$ cat config.mk
export PLATFORM = sky130hd
export DESIGN_NAME = vitf_ctrl
export DESIGN_NICKNAME = d
export VERILOG_FILES = /design/src/inc/vitf_pkg.sv /design/src/design/vitf_ctrl.sv /design/src/design/vitf_edge_detect.sv
export SDC_FILE = /design/constraint.sdc
export NUM_CORES = 1
export LEC_CHECK = 0
export ABC_CLOCK_PERIOD_IN_PS = 3500
export BUFFER_PORTS_ARGS = -buffer_cell sky130_fd_sc_hd__buf_4
export CORE_UTILIZATION = 50
export DETAILED_ROUTE_END_ITERATION = 8
export PLACE_DENSITY = 0.84
export SYNTH_ARGS = -nofsm -noshare
export SYNTH_HDL_FRONTEND = slang
export SYNTH_HIERARCHICAL = 1
export SYNTH_SLANG_ARGS = --single-unit
$ cat constraint.sdc
create_clock -name mclk -period 3.5 [get_ports mclk]
set_input_delay 0.175 -clock mclk [delete_from_list [all_inputs] [get_ports mclk]]
set_output_delay 0.175 -clock mclk [all_outputs]
set_load 0.05 [all_outputs]
$ cat src/inc/vitf_pkg.sv
// constants, register map and carrier types for the vectored interrupt and test flag block
package vitf_pkg;

  localparam int NUM_RANKS = 19;
  localparam int NUM_PINS  = 7;
  localparam int PORT_W    = 8;
  localparam int ADDR_W    = 8;

  // ranks of the maskable sources, 0 is served first
  localparam int RANK_WDT     = 0;
  localparam int RANK_PIN0    = 1;
  localparam int RANK_SER0    = 8;
  localparam int RANK_SER1    = 9;
  localparam int RANK_RXERR   = 10;
  localparam int RANK_RXDONE  = 11;
  localparam int RANK_TXDONE  = 12;
  localparam int RANK_WATCH   = 13;
  localparam int RANK_TMR_A   = 14;
  localparam int RANK_TMR_B   = 15;
  localparam int RANK_BTMR1   = 16;
  localparam int RANK_BTMR2   = 17;
  localparam int RANK_ADC     = 18;

  // vector table addresses; maskable vector is the nmi entry plus twice the rank
  localparam logic [15:0] VEC_NMI = 16'h0004;
  localparam logic [15:0] VEC_BRK = 16'h003E;

  // register byte offsets
  localparam logic [ADDR_W-1:0] OFS_REQ    = 8'h00;
  localparam logic [ADDR_W-1:0] OFS_MASK   = 8'h04;
  localparam logic [ADDR_W-1:0] OFS_LEVEL  = 8'h08;
  localparam logic [ADDR_W-1:0] OFS_CTRL   = 8'h0C;
  localparam logic [ADDR_W-1:0] OFS_TEST   = 8'h10;
  localparam logic [ADDR_W-1:0] OFS_STATUS = 8'h14;

  // control register fields
  localparam int CTRL_IE   = 0;
  localparam int CTRL_ISP  = 1;
  localparam int CTRL_WDM1 = 2;

  // test register fields: flags low, masks above
  localparam int TEST_WATCH    = 0;
  localparam int TEST_KEY      = 1;
  localparam int TEST_MSK_WATCH = 2;
  localparam int TEST_MSK_KEY  = 3;

  // reset values
  localparam logic [NUM_RANKS-1:0] RST_MASK  = 19'h7_FFFF;
  localparam logic [NUM_RANKS-1:0] RST_LEVEL = 19'h7_FFFF;
  localparam logic [1:0]           RST_TMSK  = 2'h3;

  // kind of request handed to the core
  typedef enum logic [1:0] {
    VITF_KIND_MASKABLE,
    VITF_KIND_NMI,
    VITF_KIND_BREAK
  } vitf_kind_e;

  // request presented to the core
  typedef struct packed {
    logic        req;
    vitf_kind_e  kind;
    logic [4:0]  rank;
    logic [15:0] vector;
  } vitf_core_req_s;

  // one-cycle event pulses from the internal peripherals
  typedef struct packed {
    logic watchdog_overflow_irq;
    logic serial0_done_irq;
    logic serial1_done_irq;
    logic async_rx_error_irq;
    logic async_rx_done_irq;
    logic serial2_threewire_done_irq;
    logic async_tx_done_irq;
    logic watch_interval_irq;
    logic wide_timer_match_a_irq;
    logic wide_timer_match_b_irq;
    logic byte_timer1_match_irq;
    logic byte_timer2_match_irq;
    logic conversion_done_irq;
    logic watch_overflow_test;
  } vitf_events_s;

endpackage : vitf_pkg

$ cat src/design/vitf_ctrl.sv
// vectored interrupt controller with test flags, apb register slave
//
// Local design decisions: register access over APB and the register offsets.
`timescale 1ns/1ps
`default_nettype none
module vitf_ctrl
  import vitf_pkg::*;
(
  // clock and reset
  input  wire logic                 mclk,
  input  wire logic                 rst,
  // apb slave
  input  wire logic                 psel,
  input  wire logic                 penable,
  input  wire logic                 pwrite,
  input  wire logic [ADDR_W-1:0]    paddr,
  input  wire logic [31:0]          pwdata,
  output logic      [31:0]          prdata,
  output logic                      pready,
  output logic                      pslverr,
  // peripheral events and pins
  input  wire vitf_events_s         events,
  input  wire logic [NUM_PINS-1:0]  pin_edge_in,
  input  wire logic [PORT_W-1:0]    port4_in,
  input  wire logic                 break_trap,
  // core handshake
  output vitf_core_req_s            core_req,
  input  wire logic                 core_ack,
  input  wire logic                 core_retire,
  // test output
  output logic                      test_wake
);

  // register state
  logic [NUM_RANKS-1:0] req_flag;
  logic [NUM_RANKS-1:0] source_mask_flag;
  logic [NUM_RANKS-1:0] level_select_flag;
  logic                 global_irq_enable;
  logic                 in_service_level_flag;
  logic                 wdt_mode1;
  logic                 nmi_pend;
  logic                 brk_pend;
  logic [1:0]           test_flag;
  logic [1:0]           test_mask;
  logic [31:0]          rdata;
  vitf_core_req_s       req_q;

  logic [NUM_RANKS-1:0] next_req_flag;
  logic [NUM_RANKS-1:0] next_source_mask_flag;
  logic [NUM_RANKS-1:0] next_level_select_flag;
  logic                 next_global_irq_enable;
  logic                 next_in_service_level_flag;
  logic                 next_wdt_mode1;
  logic                 next_nmi_pend;
  logic                 next_brk_pend;
  logic [1:0]           next_test_flag;
  logic [1:0]           next_test_mask;
  logic [31:0]          next_rdata;
  vitf_core_req_s       next_req_q;

  // event decode and arbitration
  logic [NUM_PINS-1:0]  pin_edge_irq;
  logic [PORT_W-1:0]    port_fall;
  logic [NUM_RANKS-1:0] set_vec;
  logic [NUM_RANKS-1:0] eligible;
  logic [NUM_RANKS-1:0] elig_high;
  logic [NUM_RANKS-1:0] pick;
  logic [4:0]           win_rank;
  logic                 win_found;
  logic                 wr_en;
  logic                 rd_en;
  logic                 addr_ok;
  logic                 accept;

  // pins idle low and the port idles high, so neither detector fires on reset release
  // rising edges on the external interrupt pins
  vitf_edge_detect #(
    .WIDTH   (NUM_PINS),
    .FALLING (1'b0)
  ) u_pin_edge (
    .mclk       (mclk),
    .rst        (rst),
    .pin        (pin_edge_in),
    .edge_pulse (pin_edge_irq)
  );

  // falling edges on port 4 feed the key-return test flag
  vitf_edge_detect #(
    .WIDTH   (PORT_W),
    .FALLING (1'b1)
  ) u_port_fall (
    .mclk       (mclk),
    .rst        (rst),
    .pin        (port4_in),
    .edge_pulse (port_fall)
  );

  // apb decode; slave never waits, unmapped offsets answer with an error
  assign pready = 1'b1;
  assign wr_en  = psel & penable & pwrite;
  assign rd_en  = psel & ~penable & ~pwrite;
  always_comb
  begin
    case (paddr)
      OFS_REQ, OFS_MASK, OFS_LEVEL, OFS_CTRL, OFS_TEST, OFS_STATUS:
        addr_ok = 1'b1;
      default:
        addr_ok = 1'b0;
    endcase
  end
  assign pslverr = psel & penable & ~addr_ok;

  // map each source onto its rank
  always_comb
  begin
    set_vec = '0;
    set_vec[RANK_WDT]    = events.watchdog_overflow_irq & ~wdt_mode1;
    set_vec[RANK_PIN0 +: NUM_PINS] = pin_edge_irq;
    set_vec[RANK_SER0]   = events.serial0_done_irq;
    set_vec[RANK_SER1]   = events.serial1_done_irq;
    set_vec[RANK_RXERR]  = events.async_rx_error_irq;
    set_vec[RANK_RXDONE] = events.async_rx_done_irq
                         | events.serial2_threewire_done_irq;
    set_vec[RANK_TXDONE] = events.async_tx_done_irq;
    set_vec[RANK_WATCH]  = events.watch_interval_irq;
    set_vec[RANK_TMR_A]  = events.wide_timer_match_a_irq;
    set_vec[RANK_TMR_B]  = events.wide_timer_match_b_irq;
    set_vec[RANK_BTMR1]  = events.byte_timer1_match_irq;
    set_vec[RANK_BTMR2]  = events.byte_timer2_match_irq;
    set_vec[RANK_ADC]    = events.conversion_done_irq;
  end

  // while a high-level service runs only high-level sources may nest
  always_comb
  begin
    eligible = req_flag & ~source_mask_flag & {NUM_RANKS{global_irq_enable}};
    if (in_service_level_flag)
      eligible = eligible & ~level_select_flag;
    elig_high = eligible & ~level_select_flag;
    pick      = (|elig_high) ? elig_high : eligible;
  end

  // fixed order: scan downward so the lowest rank is written last and wins
  // a linear scan over nineteen ranks is cheap enough to settle within one cycle
  always_comb
  begin
    win_rank  = '0;
    win_found = 1'b0;
    for (int r = NUM_RANKS - 1; r >= 0; r--)
    begin
      if (pick[r])
      begin
        win_rank  = 5'(r);
        win_found = 1'b1;
      end
    end
  end

  // an ack against an empty request does nothing, so a stray pulse cannot clear a flag
  assign accept = core_ack & req_q.req;

  // request to the core: nmi before break before maskable
  // nmi and break leave the rank field zero; only a maskable winner fills it
  always_comb
  begin
    next_req_q = '0;
    if (accept)
      next_req_q.req = 1'b0;                 // drop one cycle so the cleared flag is seen
    else if (nmi_pend)
    begin
      next_req_q.req    = 1'b1;
      next_req_q.kind   = VITF_KIND_NMI;
      next_req_q.vector = VEC_NMI;
    end
    else if (brk_pend)
    begin
      next_req_q.req    = 1'b1;
      next_req_q.kind   = VITF_KIND_BREAK;
      next_req_q.vector = VEC_BRK;
    end
    else if (win_found)
    begin
      next_req_q.req    = 1'b1;
      next_req_q.kind   = VITF_KIND_MASKABLE;
      next_req_q.rank   = win_rank;
      next_req_q.vector = VEC_NMI + {10'h000, win_rank, 1'b0};
    end
  end

  // pending non-maskable and software requests, set wins over acceptance
  always_comb
  begin
    next_nmi_pend = nmi_pend;
    next_brk_pend = brk_pend;
    if (accept && req_q.kind == VITF_KIND_NMI)
      next_nmi_pend = 1'b0;
    if (accept && req_q.kind == VITF_KIND_BREAK)
      next_brk_pend = 1'b0;
    if (events.watchdog_overflow_irq && wdt_mode1)
      next_nmi_pend = 1'b1;
    if (break_trap)
      next_brk_pend = 1'b1;
  end

  // request flags: software writes one to clear, acceptance clears, events set last
  always_comb
  begin
    next_req_flag = req_flag;
    if (wr_en && paddr == OFS_REQ)
      next_req_flag = next_req_flag & ~pwdata[NUM_RANKS-1:0];
    if (accept && req_q.kind == VITF_KIND_MASKABLE)
      next_req_flag[req_q.rank] = 1'b0;
    // an event in the clearing cycle must not be lost, so the set comes last
    next_req_flag = next_req_flag | set_vec;
  end

  // mask, level, control; a maskable acceptance disables further maskable service
  always_comb
  begin
    next_source_mask_flag      = source_mask_flag;
    next_level_select_flag     = level_select_flag;
    next_global_irq_enable     = global_irq_enable;
    next_in_service_level_flag = in_service_level_flag;
    next_wdt_mode1             = wdt_mode1;
    next_test_mask             = test_mask;
    if (wr_en && paddr == OFS_MASK)
      next_source_mask_flag = pwdata[NUM_RANKS-1:0];
    if (wr_en && paddr == OFS_LEVEL)
      next_level_select_flag = pwdata[NUM_RANKS-1:0];
    if (wr_en && paddr == OFS_CTRL)
    begin
      next_global_irq_enable     = pwdata[CTRL_IE];
      next_in_service_level_flag = pwdata[CTRL_ISP];
      next_wdt_mode1             = pwdata[CTRL_WDM1];
    end
    if (wr_en && paddr == OFS_TEST)
      next_test_mask = {pwdata[TEST_MSK_KEY], pwdata[TEST_MSK_WATCH]};
    // retire and a new high-level accept in one cycle: the new service keeps the flag set
    if (core_retire)
      next_in_service_level_flag = 1'b0;
    if (accept && req_q.kind == VITF_KIND_MASKABLE)
    begin
      next_global_irq_enable = 1'b0;
      if (!level_select_flag[req_q.rank])
        next_in_service_level_flag = 1'b1;
    end
  end

  // test flags: write one to clear, a new edge in the same cycle wins
  always_comb
  begin
    next_test_flag = test_flag;
    if (wr_en && paddr == OFS_TEST)
      next_test_flag = test_flag & ~{pwdata[TEST_KEY], pwdata[TEST_WATCH]};
    if (events.watch_overflow_test)
      next_test_flag[TEST_WATCH] = 1'b1;
    if (|port_fall)
      next_test_flag[TEST_KEY] = 1'b1;
  end

  // read mux, latched in the setup cycle so prdata comes from a flop
  // reads have no side effects, so polling a flag never loses it
  always_comb
  begin
    next_rdata = rdata;
    if (rd_en)
    begin
      next_rdata = '0;
      case (paddr)
        OFS_REQ:    next_rdata[NUM_RANKS-1:0] = req_flag;
        OFS_MASK:   next_rdata[NUM_RANKS-1:0] = source_mask_flag;
        OFS_LEVEL:  next_rdata[NUM_RANKS-1:0] = level_select_flag;
        OFS_CTRL:
        begin
          next_rdata[CTRL_IE]   = global_irq_enable;
          next_rdata[CTRL_ISP]  = in_service_level_flag;
          next_rdata[CTRL_WDM1] = wdt_mode1;
        end
        OFS_TEST:
        begin
          next_rdata[TEST_WATCH]     = test_flag[TEST_WATCH];
          next_rdata[TEST_KEY]       = test_flag[TEST_KEY];
          next_rdata[TEST_MSK_WATCH] = test_mask[0];
          next_rdata[TEST_MSK_KEY]   = test_mask[1];
        end
        OFS_STATUS:
        begin
          // vector, rank and pending state of the request now shown to the core
          next_rdata = {req_q.vector,
                        3'b000,
                        req_q.rank,
                        3'b000,
                        nmi_pend,
                        brk_pend,
                        req_q.kind,
                        req_q.req};
        end
        default:    next_rdata = '0;
      endcase
    end
  end

  // test flags only reach the wake output when unmasked; no vector results
  assign test_wake = |(test_flag & ~test_mask);
  assign prdata    = rdata;
  assign core_req  = req_q;

  // all state registers
  // one bank keeps every reset value in one place
  always_ff @(posedge mclk or posedge rst)
  begin
    if (rst)
    begin
      req_flag              <= '0;
      source_mask_flag      <= RST_MASK;
      level_select_flag     <= RST_LEVEL;
      global_irq_enable     <= 1'b0;
      in_service_level_flag <= 1'b0;
      wdt_mode1             <= 1'b0;
      nmi_pend              <= 1'b0;
      brk_pend              <= 1'b0;
      test_flag             <= '0;
      test_mask             <= RST_TMSK;
      rdata                 <= '0;
      req_q                 <= '0;
    end
    else
    begin
      req_flag              <= next_req_flag;
      source_mask_flag      <= next_source_mask_flag;
      level_select_flag     <= next_level_select_flag;
      global_irq_enable     <= next_global_irq_enable;
      in_service_level_flag <= next_in_service_level_flag;
      wdt_mode1             <= next_wdt_mode1;
      nmi_pend              <= next_nmi_pend;
      brk_pend              <= next_brk_pend;
      test_flag             <= next_test_flag;
      test_mask             <= next_test_mask;
      rdata                 <= next_rdata;
      req_q                 <= next_req_q;
    end
  end

endmodule : vitf_ctrl
`default_nettype wire

$ cat src/design/vitf_edge_detect.sv
// per-bit edge detector for pin inputs
`timescale 1ns/1ps
`default_nettype none
module vitf_edge_detect #(
  parameter int WIDTH   = 8,
  parameter bit FALLING = 1'b0
) (
  // clock and reset
  input  wire logic             mclk,
  input  wire logic             rst,
  // pins and edge pulses
  input  wire logic [WIDTH-1:0] pin,
  output logic      [WIDTH-1:0] edge_pulse
);

  logic [WIDTH-1:0] prev;
  logic [WIDTH-1:0] next_prev;

  // previous sample; reset level chosen so no edge fires right after reset
  always_comb
  begin
    next_prev = pin;
  end

  always_ff @(posedge mclk or posedge rst)
  begin
    if (rst)
      prev <= FALLING ? {WIDTH{1'b0}} : {WIDTH{1'b1}};
    else
      prev <= next_prev;
  end

  // one comparator per bit
  genvar i;
  generate
    for (i = 0; i < WIDTH; i++)
    begin : g_bit
      assign edge_pulse[i] = FALLING ? (prev[i] & ~pin[i]) : (~prev[i] & pin[i]);
    end
  endgenerate

endmodule : vitf_edge_detect
`default_nettype wire

==> flow_summary_export.csv, run 1 <==
group,metric,value,unit
logic_synthesis,post-synth-top-count-cell,"nand2_1",
clock_tree,cts_setup_buffers,0,
critical_path,crit_chain,"buf_12 -> and4bb_1 -> or4_4 -> nor3_1 -> a21o_1 -> nor3_1 -> nand2b_1 -> a21boi_0 -> ha_1 -> and4bb_1 -> a21o_1 -> o31a_1",
final_layout,seqCellArea,3010,um2
placed_design,place_area,7580,um2
critical_path,r2r_end,"core_req[4]$_DFF_PP0_",
hold_path,hp-class,"primary input to register",
power_and_ir_drop,power_leakage,3.71,nW
logic_synthesis,yosysTopAreaCellShare,26.9,%
global_routing,grt_pass1_wl,29800,um
critical_path,regToRegStartpoint,"global_irq_enable$_DFFE_PP0P_",
global_routing,grt_overflow,0,
global_routing,antenna_found_initial,0,
final_layout,multi_input_area,3350,um2
logic_synthesis,synth_edf_count,0,
timing,fin_setup_tns,0,ps
critical_path,critPathKind,"register to register",
run,max_cap_violations,0,
floorplan,fp.dieW,117,um
routing,drt_pass1_iterations,5,
timing,tightest_slew,1190,ps
power_and_ir_drop,powerDensity,462,nW/um2
routing,wl_per_cell,20.0,um
logic_synthesis,yosys.area.top_type,"dfrtp_1",
critical_path,r2r_slack,150,ps
timing,grt_setup_unrepaired,"false",
global_routing,grtUsageTotal,29.7,%
timing,max_freq,0.299,GHz
timing,min_period,3350,ps
final_layout,final_net_count,858,
placed_design,place.gp.congestion,0.948,
logic_synthesis,synth_commonest_cells,"nand2_1 (91), dfrtp_1 (71), dfstp_2 (47), mux2_2 (43), o21ai_0 (38)",
floorplan,die_y,117,um
logic_synthesis,ys_seq_area_share,45.5,%
critical_path,cp-start-kind,"register",
routing,drc,0,
timing,fin_worst_skew,12.2,ps
final_layout,nFillCells,967,
logic_synthesis,synth-seq-cells,118,
critical_path,worst_setup_path_end_kind,"register",
placed_design,placed_cells,902,
placed_design,hpwl,14100,um
floorplan,dieArea,13700,um2
clock_tree,numCtsBuffers,17,
routing,vias_per_cell,5.97,
clock_tree,cts_sinks,118,
timing,hold_viol_final,0,
timing,relSlewSlack,20.4,%
critical_path,crit_required,3790,ps
critical_path,reg2reg_depth,12,
global_routing,grt_max_degree,71,
logic_synthesis,synthCells,634,
critical_path,cp_slowest_stage_delay,590,ps
final_layout,drive_above_1_share,38.7,%
logic_synthesis,synth_ff_type,"dfrtp_1",
critical_path,worstSetupStartpoint,"global_irq_enable$_DFFE_PP0P_",
routing,drtAntennaViolNets,0,
floorplan,start_util,51.8,%
placed_design,numPortBuffers,102,
critical_path,crit_fanout,34,
final_layout,area_growth,28.8,%
logic_synthesis,async_reset_ff_share,100,%
critical_path,cp_data_arrival_time,3640,ps
clock_tree,insertion_delay,420,ps
power_and_ir_drop,ir_drop,382,uV
floorplan,rows,41,
floorplan,ios,136,
critical_path,cp_slowest_cell,"or4_4",
critical_path,crit_end,"core_req[4]$_DFF_PP0_",
routing,drt-total-wl,19300,um
logic_synthesis,synthTopCellsByArea,"dfrtp_1 (27%), dfstp_2 (19%), mux2_2 (7.3%), nand2_1 (5.2%), nor2b_4 (3.1%)",
routing,first_iter_violations,511,
clock_tree,clockRootBuffer,"clkbuf_16",
final_layout,utilization,66.7,%
timing,min_period_over_period,95.7,%
clock_tree,tritoncts,"done",
final_layout,stdcell_count,965,
status,status,"complete, no violations",
logic_synthesis,synthesis.area,6620,um2
timing,final_max_slew_viol_count,0,
final_layout,fin_area,8520,um2
clock_tree,clk_pin_slew,60,ps
logic_synthesis,synth-warning-count,6,
routing,vias,5758,
timing,setup_violations,0,
power_and_ir_drop,finalPower,3.94,mW
global_routing,grt_pass1_vias,5623,
floorplan,core-area,12800,um2
logic_synthesis,yosys.cell_types.count,62,
logic_synthesis,synth_area_per_cell,10.4,um2
final_layout,diodes,0,
clock_tree,htreeDepth,4,
clock_tree,clockBufferDepth,2,
==> layer usage <==
metal  wire length (um)  part of all wire (%)  GRT usage (%)
met1               8250                    43           40.3
met5                  0                     0              0
met2               9200                    48           47.0
met4                459                   2.4           9.96
met3               1350                   7.0           6.90
==> registers in the layout, indices dropped and copies added, names as in the netlist, 2 cells and up <==
register           cells
prdata                23
level_select_flag     19
req_flag              19
source_mask_flag      19
core_req              14
u_port_fall/prev       8
u_pin_edge/prev        7
test_flag              2
test_mask              2
==> worst min-delay path by stage <==
stage | startpoint | endpoint | cells after the start
after floorplan | rst | u_port_fall/prev[0]$_DFF_PP0_ | 1
final | pwdata[12] | source_mask_flag[12]$_DFFE_PP1P_ | 2
after global routing | pwdata[11] | level_select_flag[11]$_DFFE_PP1P_ | 2
after detailed placement | rst | u_port_fall/prev[4]$_DFF_PP0_ | 2
after global placement | rst | u_port_fall/prev[5]$_DFF_PP0_ | 2
after CTS | pwdata[13] | source_mask_flag[13]$_DFFE_PP1P_ | 2
==> cell usage in the layout (no fill, tap or decap), types with 4 or more instances in the layout <==
cell type      netlist  routed
a21o_1               5       5
a21oi_1             24      24
a22o_1               6       6
a22oi_1             12      12
a31o_2              19      19
a31oi_1             17      17
and2_1               4       4
and3_1               6       6
and3b_1             10      10
and4bb_1            15      15
buf_4               21     125
bufinv_16            0       4
clkbuf_16            0      17
conb_1               2      21
dfrtp_1             71      71
dfstp_2             47      47
dlygate4sd3_1        0      31
inv_1               10       9
mux2_2              43      43
mux2i_1              7       7
mux4_2               6       6
nand2_1             91      91
nand3_1             14      14
nand3b_1             8       8
nor2_1              28      28
nor2b_1              4       4
nor2b_4             15      15
nor3_1              15      14
nor3b_1              9       9
nor4_1               9       8
o21ai_0             38      37
o22ai_1              4       4
==> worst max-delay path, delay by kind of cell (launching register included) <==
kind	cells	cell delay [ps]
DFF	1	410
AOI/OAI and AO/OA	4	870
adders and majority gates	1	230
buffers and inverters	1	170
and+or+nand+nor	6	1550
==> power by group <==
group | switching (mW) | leakage, nW | internal [mW]
combinational | 0.374 | 2.10 | 0.210
sequential | 0.0622 | 1.32 | 1.43
clock | 0.661 | 0.298 | 1.20
==> logic make-up after synthesis <==
logic type / synth area share, %
simple gates: 24.1
compound gates: 14.6
flops: 45.5
buf+inv: 5.05
mux: 10.4
other cells: 0.114
fa+ha+maj: 0.189
==> repair_timing <==
action / in CTS / in global routing
endpoints found under the hold margin: 76 / 0
endpoints found under the setup margin: 0 / 1
gates resized for setup: 0 / 2
hold buffers: 31 / 0
==> metrics by stage <==
stage | hold WS [ps] | worst slack (ps)
6_report | 9.22 | 152
5_1_grt | 5.47 | 5.79
3_3_place_gp | 156 | 250
3_5_place_dp | 178 | 199
2_1_floorplan | -9.34 | 470
4_1_cts | 1.91 | 183
==> cell type report <==
type                    instances  area share, %
inverters                      11          0.514
clock inverters                14           2.35
repair buffers                157           14.9
multi-input cells             475           39.3
well taps                     172           2.53
flip-flops and latches        118           35.3
clock buffers                  18           5.04
No activity file was read; power rests on OpenSTA's default activity.
==> run 2, diff against run 1 <==
--- a/config.mk
+++ b/config.mk
@@ -6,10 +6,10 @@
 export NUM_CORES = 1
 export LEC_CHECK = 0
 export ABC_CLOCK_PERIOD_IN_PS = 3500
-export BUFFER_PORTS_ARGS = -buffer_cell sky130_fd_sc_hd__buf_4
 export CORE_UTILIZATION = 50
 export DETAILED_ROUTE_END_ITERATION = 8
-export PLACE_DENSITY = 0.84
+export DONT_BUFFER_PORTS = 1
+export PLACE_DENSITY = 0.75
 export SYNTH_ARGS = -nofsm -noshare
 export SYNTH_HDL_FRONTEND = slang
 export SYNTH_HIERARCHICAL = 1
==> run 2 against run 1 <==
Global-route usage fell by 0.40 points. Wire length decreased by 0.26%. Core utilization shrank 2.9 points. First-iteration DRC count down 26%. Worst setup slack got worse by 4.9 ps. Clock-buffer cell count is 2 higher. Die area did not move. Flip-flop and latch count unchanged. Clock power about the same. Maximum frequency decreased by 0.15%. Worst hold slack better by 5.1 ps. Sequential share of layout area grew 1.6 points.
==> flow_summary_export.csv, run 2 (synthesized netlist as in run 1, its figures left out) <==
group,metric,value,unit
final_layout,stdcell_count,903,
power_and_ir_drop,combPwrFrac,10.0,%
global_routing,antenna_found_initial,1,
critical_path,crit_chain,"buf_12 -> and4bb_2 -> or4_4 -> nor2_4 -> buf_4 -> a31o_2 -> nor2_1 -> and4b_1 -> a21oi_2 -> inv_2 -> ha_1 -> a21o_1 -> o31a_1",
global_routing,grt_pass1_vias,5492,
timing,grt_setup_unrepaired,"false",
timing,max_freq,0.298,GHz
critical_path,cp_slowest_cell,"or4_4",
placed_design,placed_cells,804,
clock_tree,clockRootBuffer,"clkbuf_16",
power_and_ir_drop,power_leakage,3.36,nW
final_layout,drive_above_1_share,29.1,%
floorplan,dieArea,13700,um2
final_layout,final_net_count,796,
placed_design,numPortBuffers,0,
global_routing,grt_max_degree,72,
critical_path,cp_slowest_stage_delay,570,ps
clock_tree,cts_sinks,118,
routing,vias_per_cell,6.09,
clock_tree,htreeDepth,4,
status,status,"complete, no violations",
global_routing,grt_pass1_wl,29100,um
final_layout,mostFrequentLayoutCell,"nand2_1",
critical_path,crit_fanout,41,
clock_tree,tritoncts,"done",
clock_tree,numCtsBuffers,17,
global_routing,grtUsageTotal,29.3,%
final_layout,nFillCells,1018,
hold_path,hp-start,"port4_in[5]",
timing,fin_worst_skew,6.24,ps
routing,drtAntennaViolNets,0,
floorplan,die_y,117,um
routing,drt_pass1_iterations,7,
power_and_ir_drop,seqPwrFrac,42.1,%
routing,first_iter_violations,380,
run,max_cap_violations,0,
final_layout,seqCellArea,3010,um2
final_layout,area_growth,23.2,%
power_and_ir_drop,cellInternalPower,2.80,mW
critical_path,cp-start-kind,"register",
power_and_ir_drop,powerDensity,472,nW/um2
timing,min_period,3350,ps
clock_tree,clockBufferDepth,2,
floorplan,core-area,12800,um2
floorplan,ios,136,
timing,setup_violations,0,
critical_path,r2r_end,"core_req[4]$_DFF_PP0_",
floorplan,rows,41,
final_layout,utilization,63.8,%
power_and_ir_drop,clkPwrFrac,47.9,%
global_routing,grt_overflow,0,
placed_design,place.gp.congestion,0.925,
final_layout,mostFrequentLayoutCells,"nand2_1 (91), dfrtp_1 (71), dlygate4sd3_1 (64)",
power_and_ir_drop,ir_drop,269,uV
timing,tightest_slew,1050,ps
hold_path,min_to,"test_flag[1]$_DFFE_PP0P_",
power_and_ir_drop,switching_power,1.05,mW
routing,drt-total-wl,19200,um
critical_path,critPathKind,"register to register",
clock_tree,insertion_delay,420,ps
final_layout,diodes,0,
routing,vias,5502,
timing,fin_setup_tns,0,ps
clock_tree,clk_pin_slew,60,ps
hold_path,hold_depth,3,
critical_path,crit_required,3800,ps
floorplan,fp.dieW,117,um
timing,min_period_over_period,95.8,%
final_layout,largest_reg_flops,23,
critical_path,r2r_slack,150,ps
critical_path,cp_data_arrival_time,3650,ps
final_layout,multi_input_area,3370,um2
power_and_ir_drop,finalPower,3.84,mW
timing,final_max_slew_viol_count,0,
placed_design,hpwl,13400,um
routing,wl_per_cell,21.3,um
timing,hold_viol_final,0,
hold_path,hp-class,"primary input to register",
critical_path,regToRegStartpoint,"global_irq_enable$_DFFE_PP0P_",
floorplan,start_util,51.8,%
critical_path,worst_setup_path_end_kind,"register",
timing,relSlewSlack,30.2,%
routing,drc,0,
critical_path,reg2reg_depth,13,
power_and_ir_drop,sw_frac_of_total,27.2,%
==> run 2: cell types whose count changed in the layout (fill, tap and decap cells not counted), sizes merged <==
cell	before	now
dlygate4sd3	31	64
buf	126	31
inv	14	13
clkbuf	18	20
clkinvlp	3	2
==> run 2: final cells by class <==
type,instances,area share [%]
multi-input combinational,475,41.4
sequential,118,36.9
timing repair buffer,95,10.9
clock buffer,20,5.48
tap,172,2.64
clock inverter,12,2.16
inverter,11,0.537
==> run 2: timing repair <==
action | 4_1_cts | 5_1_grt
hold buffers | 64 | 0
setup buffers | 0 | 3
hold endpoints to repair | 127 | 0
endpoints found under the setup margin | 0 | 1
gates resized for setup | 0 | 3
==> run 2: worst max-delay path by stage <==
| stage | slack, ps | start | end | depth (start not counted) |
|---|---|---|---|---|
| 6_report | 150 | global_irq_enable$_DFFE_PP0P_ | core_req[4]$_DFF_PP0_ | 13 |
| 5_1_grt | 40 | global_irq_enable$_DFFE_PP0P_ | core_req[4]$_DFF_PP0_ | 13 |
| 4_1_cts | 120 | global_irq_enable$_DFFE_PP0P_ | core_req[4]$_DFF_PP0_ | 11 |
| 3_5_place_dp | 140 | global_irq_enable$_DFFE_PP0P_ | core_req[4]$_DFF_PP0_ | 11 |
| 3_3_place_gp | 240 | global_irq_enable$_DFFE_PP0P_ | core_req[4]$_DFF_PP0_ | 13 |
| 2_1_floorplan | 470 | source_mask_flag[6]$_DFFE_PP1P_ | core_req[4]$_DFF_PP0_ | 13 |
==> run 2: metrics by stage <==
step	hold WS, ps	setup WS, ps	area (um2)
finish	14.4	147	8150
global route	7.23	37.7	8150
CTS	0.481	124	8120
detailed placement	22.0	137	6860
global placement	9.27	236	6860
floorplan	-9.34	470	6690
==> run 2: power by group through the flow <==
| stage | combinational, mW | clock [mW] | sequential (mW) |
|---|---|---|---|
| after floorplan | 0.278 | 0 | 1.61 |
| after global placement | 0.299 | 0 | 1.63 |
| after detailed placement | 0.305 | 0 | 1.64 |
| after CTS | 0.365 | 1.86 | 1.62 |
| after global routing | 0.417 | 1.92 | 1.62 |
| final | 0.386 | 1.84 | 1.62 |
==> run 2: critical path: cells and delay by family, from the launching register on <==
kind | cells | cell delay (ps)
compound gates | 4 | 850
fa+ha+maj | 1 | 210
buf+inv | 3 | 400
flops | 1 | 390
simple gates | 5 | 1360
==> run 2: per-layer routing <==
layer / vias up / part of all wire, % / track usage [%]
li1: 2484 / - / -
met1: 2684 / 42 / 37.3
met2: 275 / 46 / 45.6
met3: 57 / 8.6 / 9.32
met4: 2 / 3.6 / 13.5
met5: - / 0.057 / 0
==> run 3, diff against run 2 <==
--- a/config.mk
+++ b/config.mk
@@ -5,8 +5,10 @@
 export SDC_FILE = /design/constraint.sdc
 export NUM_CORES = 1
 export LEC_CHECK = 0
+export ABC_AREA = 1
 export ABC_CLOCK_PERIOD_IN_PS = 3500
 export CORE_UTILIZATION = 50
+export CTS_CLUSTER_SIZE = 25
 export DETAILED_ROUTE_END_ITERATION = 8
 export DONT_BUFFER_PORTS = 1
 export PLACE_DENSITY = 0.75
==> run 3 against run 2 <==
The flow now finishes with violations (negative hold slack). Register-to-register slack better by 180 ps. Die area is 3.8% lower. First-iteration DRC count is 41% higher. Highest routed layer is now met4. Combinational power is 29% lower. Non-clock buffer count is 22 lower. Wire length is 4.3% lower. Cell area is 4.5% lower. Largest power group unchanged.
==> flow_summary_export.csv, run 3 <==
group,metric,value,unit
final_layout,multi_input_area,2700,um2
logic_synthesis,ys_seq_area_share,47.4,%
clock_tree,htreeDepth,4,
timing,hold_viol_final,1,
routing,wl_per_cell,17.2,um
clock_tree,tritoncts,"done",
logic_synthesis,async_reset_ff_share,100,%
critical_path,crit_buf_inv,3,
timing,hold_ws,-0.317,ps
power_and_ir_drop,power_leakage,3.52,nW
global_routing,grtUsageTotal,29.8,%
critical_path,cp-start-kind,"register",
critical_path,worst_setup_path_end_kind,"register",
power_and_ir_drop,sw_frac_of_total,23.0,%
routing,vias,5864,
logic_synthesis,post-synth-top-count-cell,"nand2_1",
clock_tree,insertion_delay,420,ps
power_and_ir_drop,combPwrFrac,7.3,%
power_and_ir_drop,switching_power,0.863,mW
logic_synthesis,synthesis.area,6360,um2
floorplan,start_util,52.1,%
timing,min_period_over_period,90.6,%
placed_design,place.gp.congestion,0.988,
status,status,"finished, violations left",
logic_synthesis,yosys.area.top_type,"dfrtp_1",
global_routing,grt_pass1_vias,5456,
floorplan,fp.dieW,115,um
power_and_ir_drop,seqPwrFrac,39.4,%
routing,drc,0,
logic_synthesis,synth_area_per_cell,7.75,um2
final_layout,mostFrequentLayoutCell,"nand2_1",
final_layout,area_growth,22.3,%
placed_design,pre_cts_ws,322,ps
logic_synthesis,synthTopCellsByArea,"dfrtp_1 (28%), dfstp_2 (19%), nand2_1 (10%), o21ai_0 (7.6%), inv_1 (7.2%)",
logic_synthesis,synthCells,821,
logic_synthesis,yosysTopAreaCellShare,27.9,%
logic_synthesis,synth_edf_count,0,
routing,drt_pass1_iterations,6,
global_routing,grt_max_degree,77,
routing,drt-total-wl,18400,um
critical_path,crit_fanout,20,
timing,fin_worst_skew,9.01,ps
final_layout,final_net_count,967,
clock_tree,clockRootBuffer,"clkbuf_16",
logic_synthesis,yosys.cell_types.count,42,
floorplan,ios,136,
global_routing,antenna_found_initial,0,
floorplan,dieArea,13200,um2
timing,relSlewSlack,30.5,%
critical_path,cp_data_arrival_time,3470,ps
clock_tree,numCtsBuffers,17,
clock_tree,clk_pin_slew,50,ps
global_routing,grt_pass1_wl,28800,um
critical_path,crit_required,3790,ps
power_and_ir_drop,clkPwrFrac,53.3,%
timing,min_period,3170,ps
final_layout,nFillCells,1059,
routing,drtAntennaViolNets,0,
critical_path,critPathKind,"register to register",
critical_path,crit_top_cell,"nand2_1",
power_and_ir_drop,powerDensity,482,nW/um2
final_layout,largest_reg_flops,23,
run,max_cap_violations,0,
timing,max_freq,0.315,GHz
hold_path,hp-start,"port4_in[0]",
critical_path,crit_chain,"buf_12 -> buf_4 -> nand4_1 -> nand2_1 -> nor2_1 -> nand3_1 -> nor2_4 -> o21ai_0 -> and2_1 -> nand2_1 -> a21oi_1 -> o21ai_0 -> nand2_1 -> nand3_1 -> nand2_1 -> inv_1 -> ha_1 -> xnor2_1 -> o21ai_0",
power_and_ir_drop,cellInternalPower,2.89,mW
critical_path,crit_family,"simple AND/OR/NAND/NOR gates",
timing,final_max_slew_viol_count,0,
placed_design,hpwl,13100,um
final_layout,diodes,0,
logic_synthesis,synth_ff_type,"dfrtp_1",
routing,first_iter_violations,535,
timing,tightest_slew,1060,ps
power_and_ir_drop,ir_drop,343,uV
clock_tree,clockBufferDepth,2,
hold_path,hp-class,"primary input to register",
timing,fin_setup_tns,0,ps
timing,grt_setup_unrepaired,"false",
routing,vias_per_cell,5.48,
critical_path,regToRegStartpoint,"global_irq_enable$_DFFE_PP0P_",
logic_synthesis,synth_commonest_cells,"nand2_1 (173), inv_1 (122), o21ai_0 (96), nor2_1 (85), dfrtp_1 (71)",
critical_path,worstSetupStartpoint,"global_irq_enable$_DFFE_PP0P_",
critical_path,cp_slowest_cell,"dfrtp_1",
clock_tree,cts_resized,0,
final_layout,drive_above_1_share,13.3,%
final_layout,mostFrequentLayoutCells,"nand2_1 (173), inv_1 (121), o21ai_0 (96)",
logic_synthesis,synth-seq-cells,118,
placed_design,numPortBuffers,0,
logic_synthesis,synth-warning-count,6,
global_routing,grt_overflow,0,
floorplan,die_y,115,um
status,violations,"negative hold slack",
timing,setup_slack,328,ps
floorplan,core-area,12200,um2
critical_path,cp_slowest_stage_delay,470,ps
clock_tree,cts_sinks,118,
timing,setup_violations,0,
final_layout,seqCellArea,3010,um2
floorplan,rows,40,
==> run 3: cell types whose count changed after synthesis, moves of 19 or more <==
| cell | change |
|---|---|
| mux2_2 | -43 |
| inv_1 | +112 |
| nand2_1 | +82 |
| nor2_1 | +57 |
| a31o_2 | -19 |
| o21ai_0 | +58 |
==> run 3: kinds of logic (layout without fill, tap and decap cells) <==
| logic type | after synthesis | after routing | synth area share [%] |
|---|---|---|---|
| AO/OA/AOI/OAI | 190 | 190 | 17.7 |
| AND/OR/NAND/NOR | 339 | 339 | 23.0 |
| flip-flops | 118 | 118 | 47.4 |
| XOR/XNOR | 1 | 1 | 0.138 |
| buffers and inverters | 170 | 232 | 11.5 |
| adder cells (fa/ha/maj) | 1 | 1 | 0.197 |
| other | 2 | 21 | 0.118 |
==> run 3: worst min-delay path, delay by kind of cell <==
family / cells / cell delay, ps
simple gates: 3 / 210
==> run 3: per-stage QoR <==
step | std cells | instance area (um2) | utilization (%) | power, mW
floorplan | 840 | 6430 | - | 1.69
global placement | 976 | 6490 | 53.2 | 1.72
detailed placement | 976 | 6490 | 53.2 | 1.72
CTS | 1067 | 7760 | 63.5 | 3.75
global route | 1070 | 7780 | 63.7 | 3.86
finish | 1070 | 7780 | 63.7 | 3.75
==> run 3: layout make-up <==
cell class	count	share of cell area (%)
Timing Repair Buffer	73	9.13
Inverter	127	6.16
Multi-Input combinational cell	552	34.6
Clock inverter	8	2.48
Clock buffer	24	6.19
Tap cell	168	2.70
Sequential cell	118	38.7
==> run 3: worst paths after layout <==
check / endpoint / slack [ps] / depth (start not counted)
min in group asynchronous: u_port_fall/prev[2]$_DFF_PP0_ / 240 / 2
min reg2reg: core_req[16]$_DFF_PP0_ / 440 / 1
max in group asynchronous: source_mask_flag[17]$_DFFE_PP1P_ / 2070 / 3
min: test_flag[1]$_DFFE_PP0P_ / -0.3 / 3
max: core_req[4]$_DFF_PP0_ / 330 / 19
max reg2reg: core_req[4]$_DFF_PP0_ / 330 / 19
==> run 3: power groups by stage <==
stage                     combinational, mW  sequential, mW  clock [mW]
after global routing                  0.300            1.48        2.08
after global placement                0.218            1.50           0
after floorplan                       0.195            1.49           0
after detailed placement              0.220            1.50           0
after CTS                             0.268            1.48        2.01
final                                 0.273            1.48        2.00
==> run 3: layer usage <==
metal / routed length, um / vias to the layer above / GRT usage, % / part of all wire, %
met5: 0 / - / 0 / 0
met4: 600 / 0 / 13.1 / 3.3
met3: 1690 / 52 / 6.80 / 9.2
met2: 7990 / 325 / 44.8 / 43
met1: 8100 / 2703 / 41.2 / 44
li1: - / 2784 / - / -
==> run 3: timing repair <==
item / in CTS / in global routing
buffers inserted: 0 / 2
endpoints found under the hold margin: 142 / 1
hold buffers: 59 / 1
endpoints found under the setup margin: 0 / 1
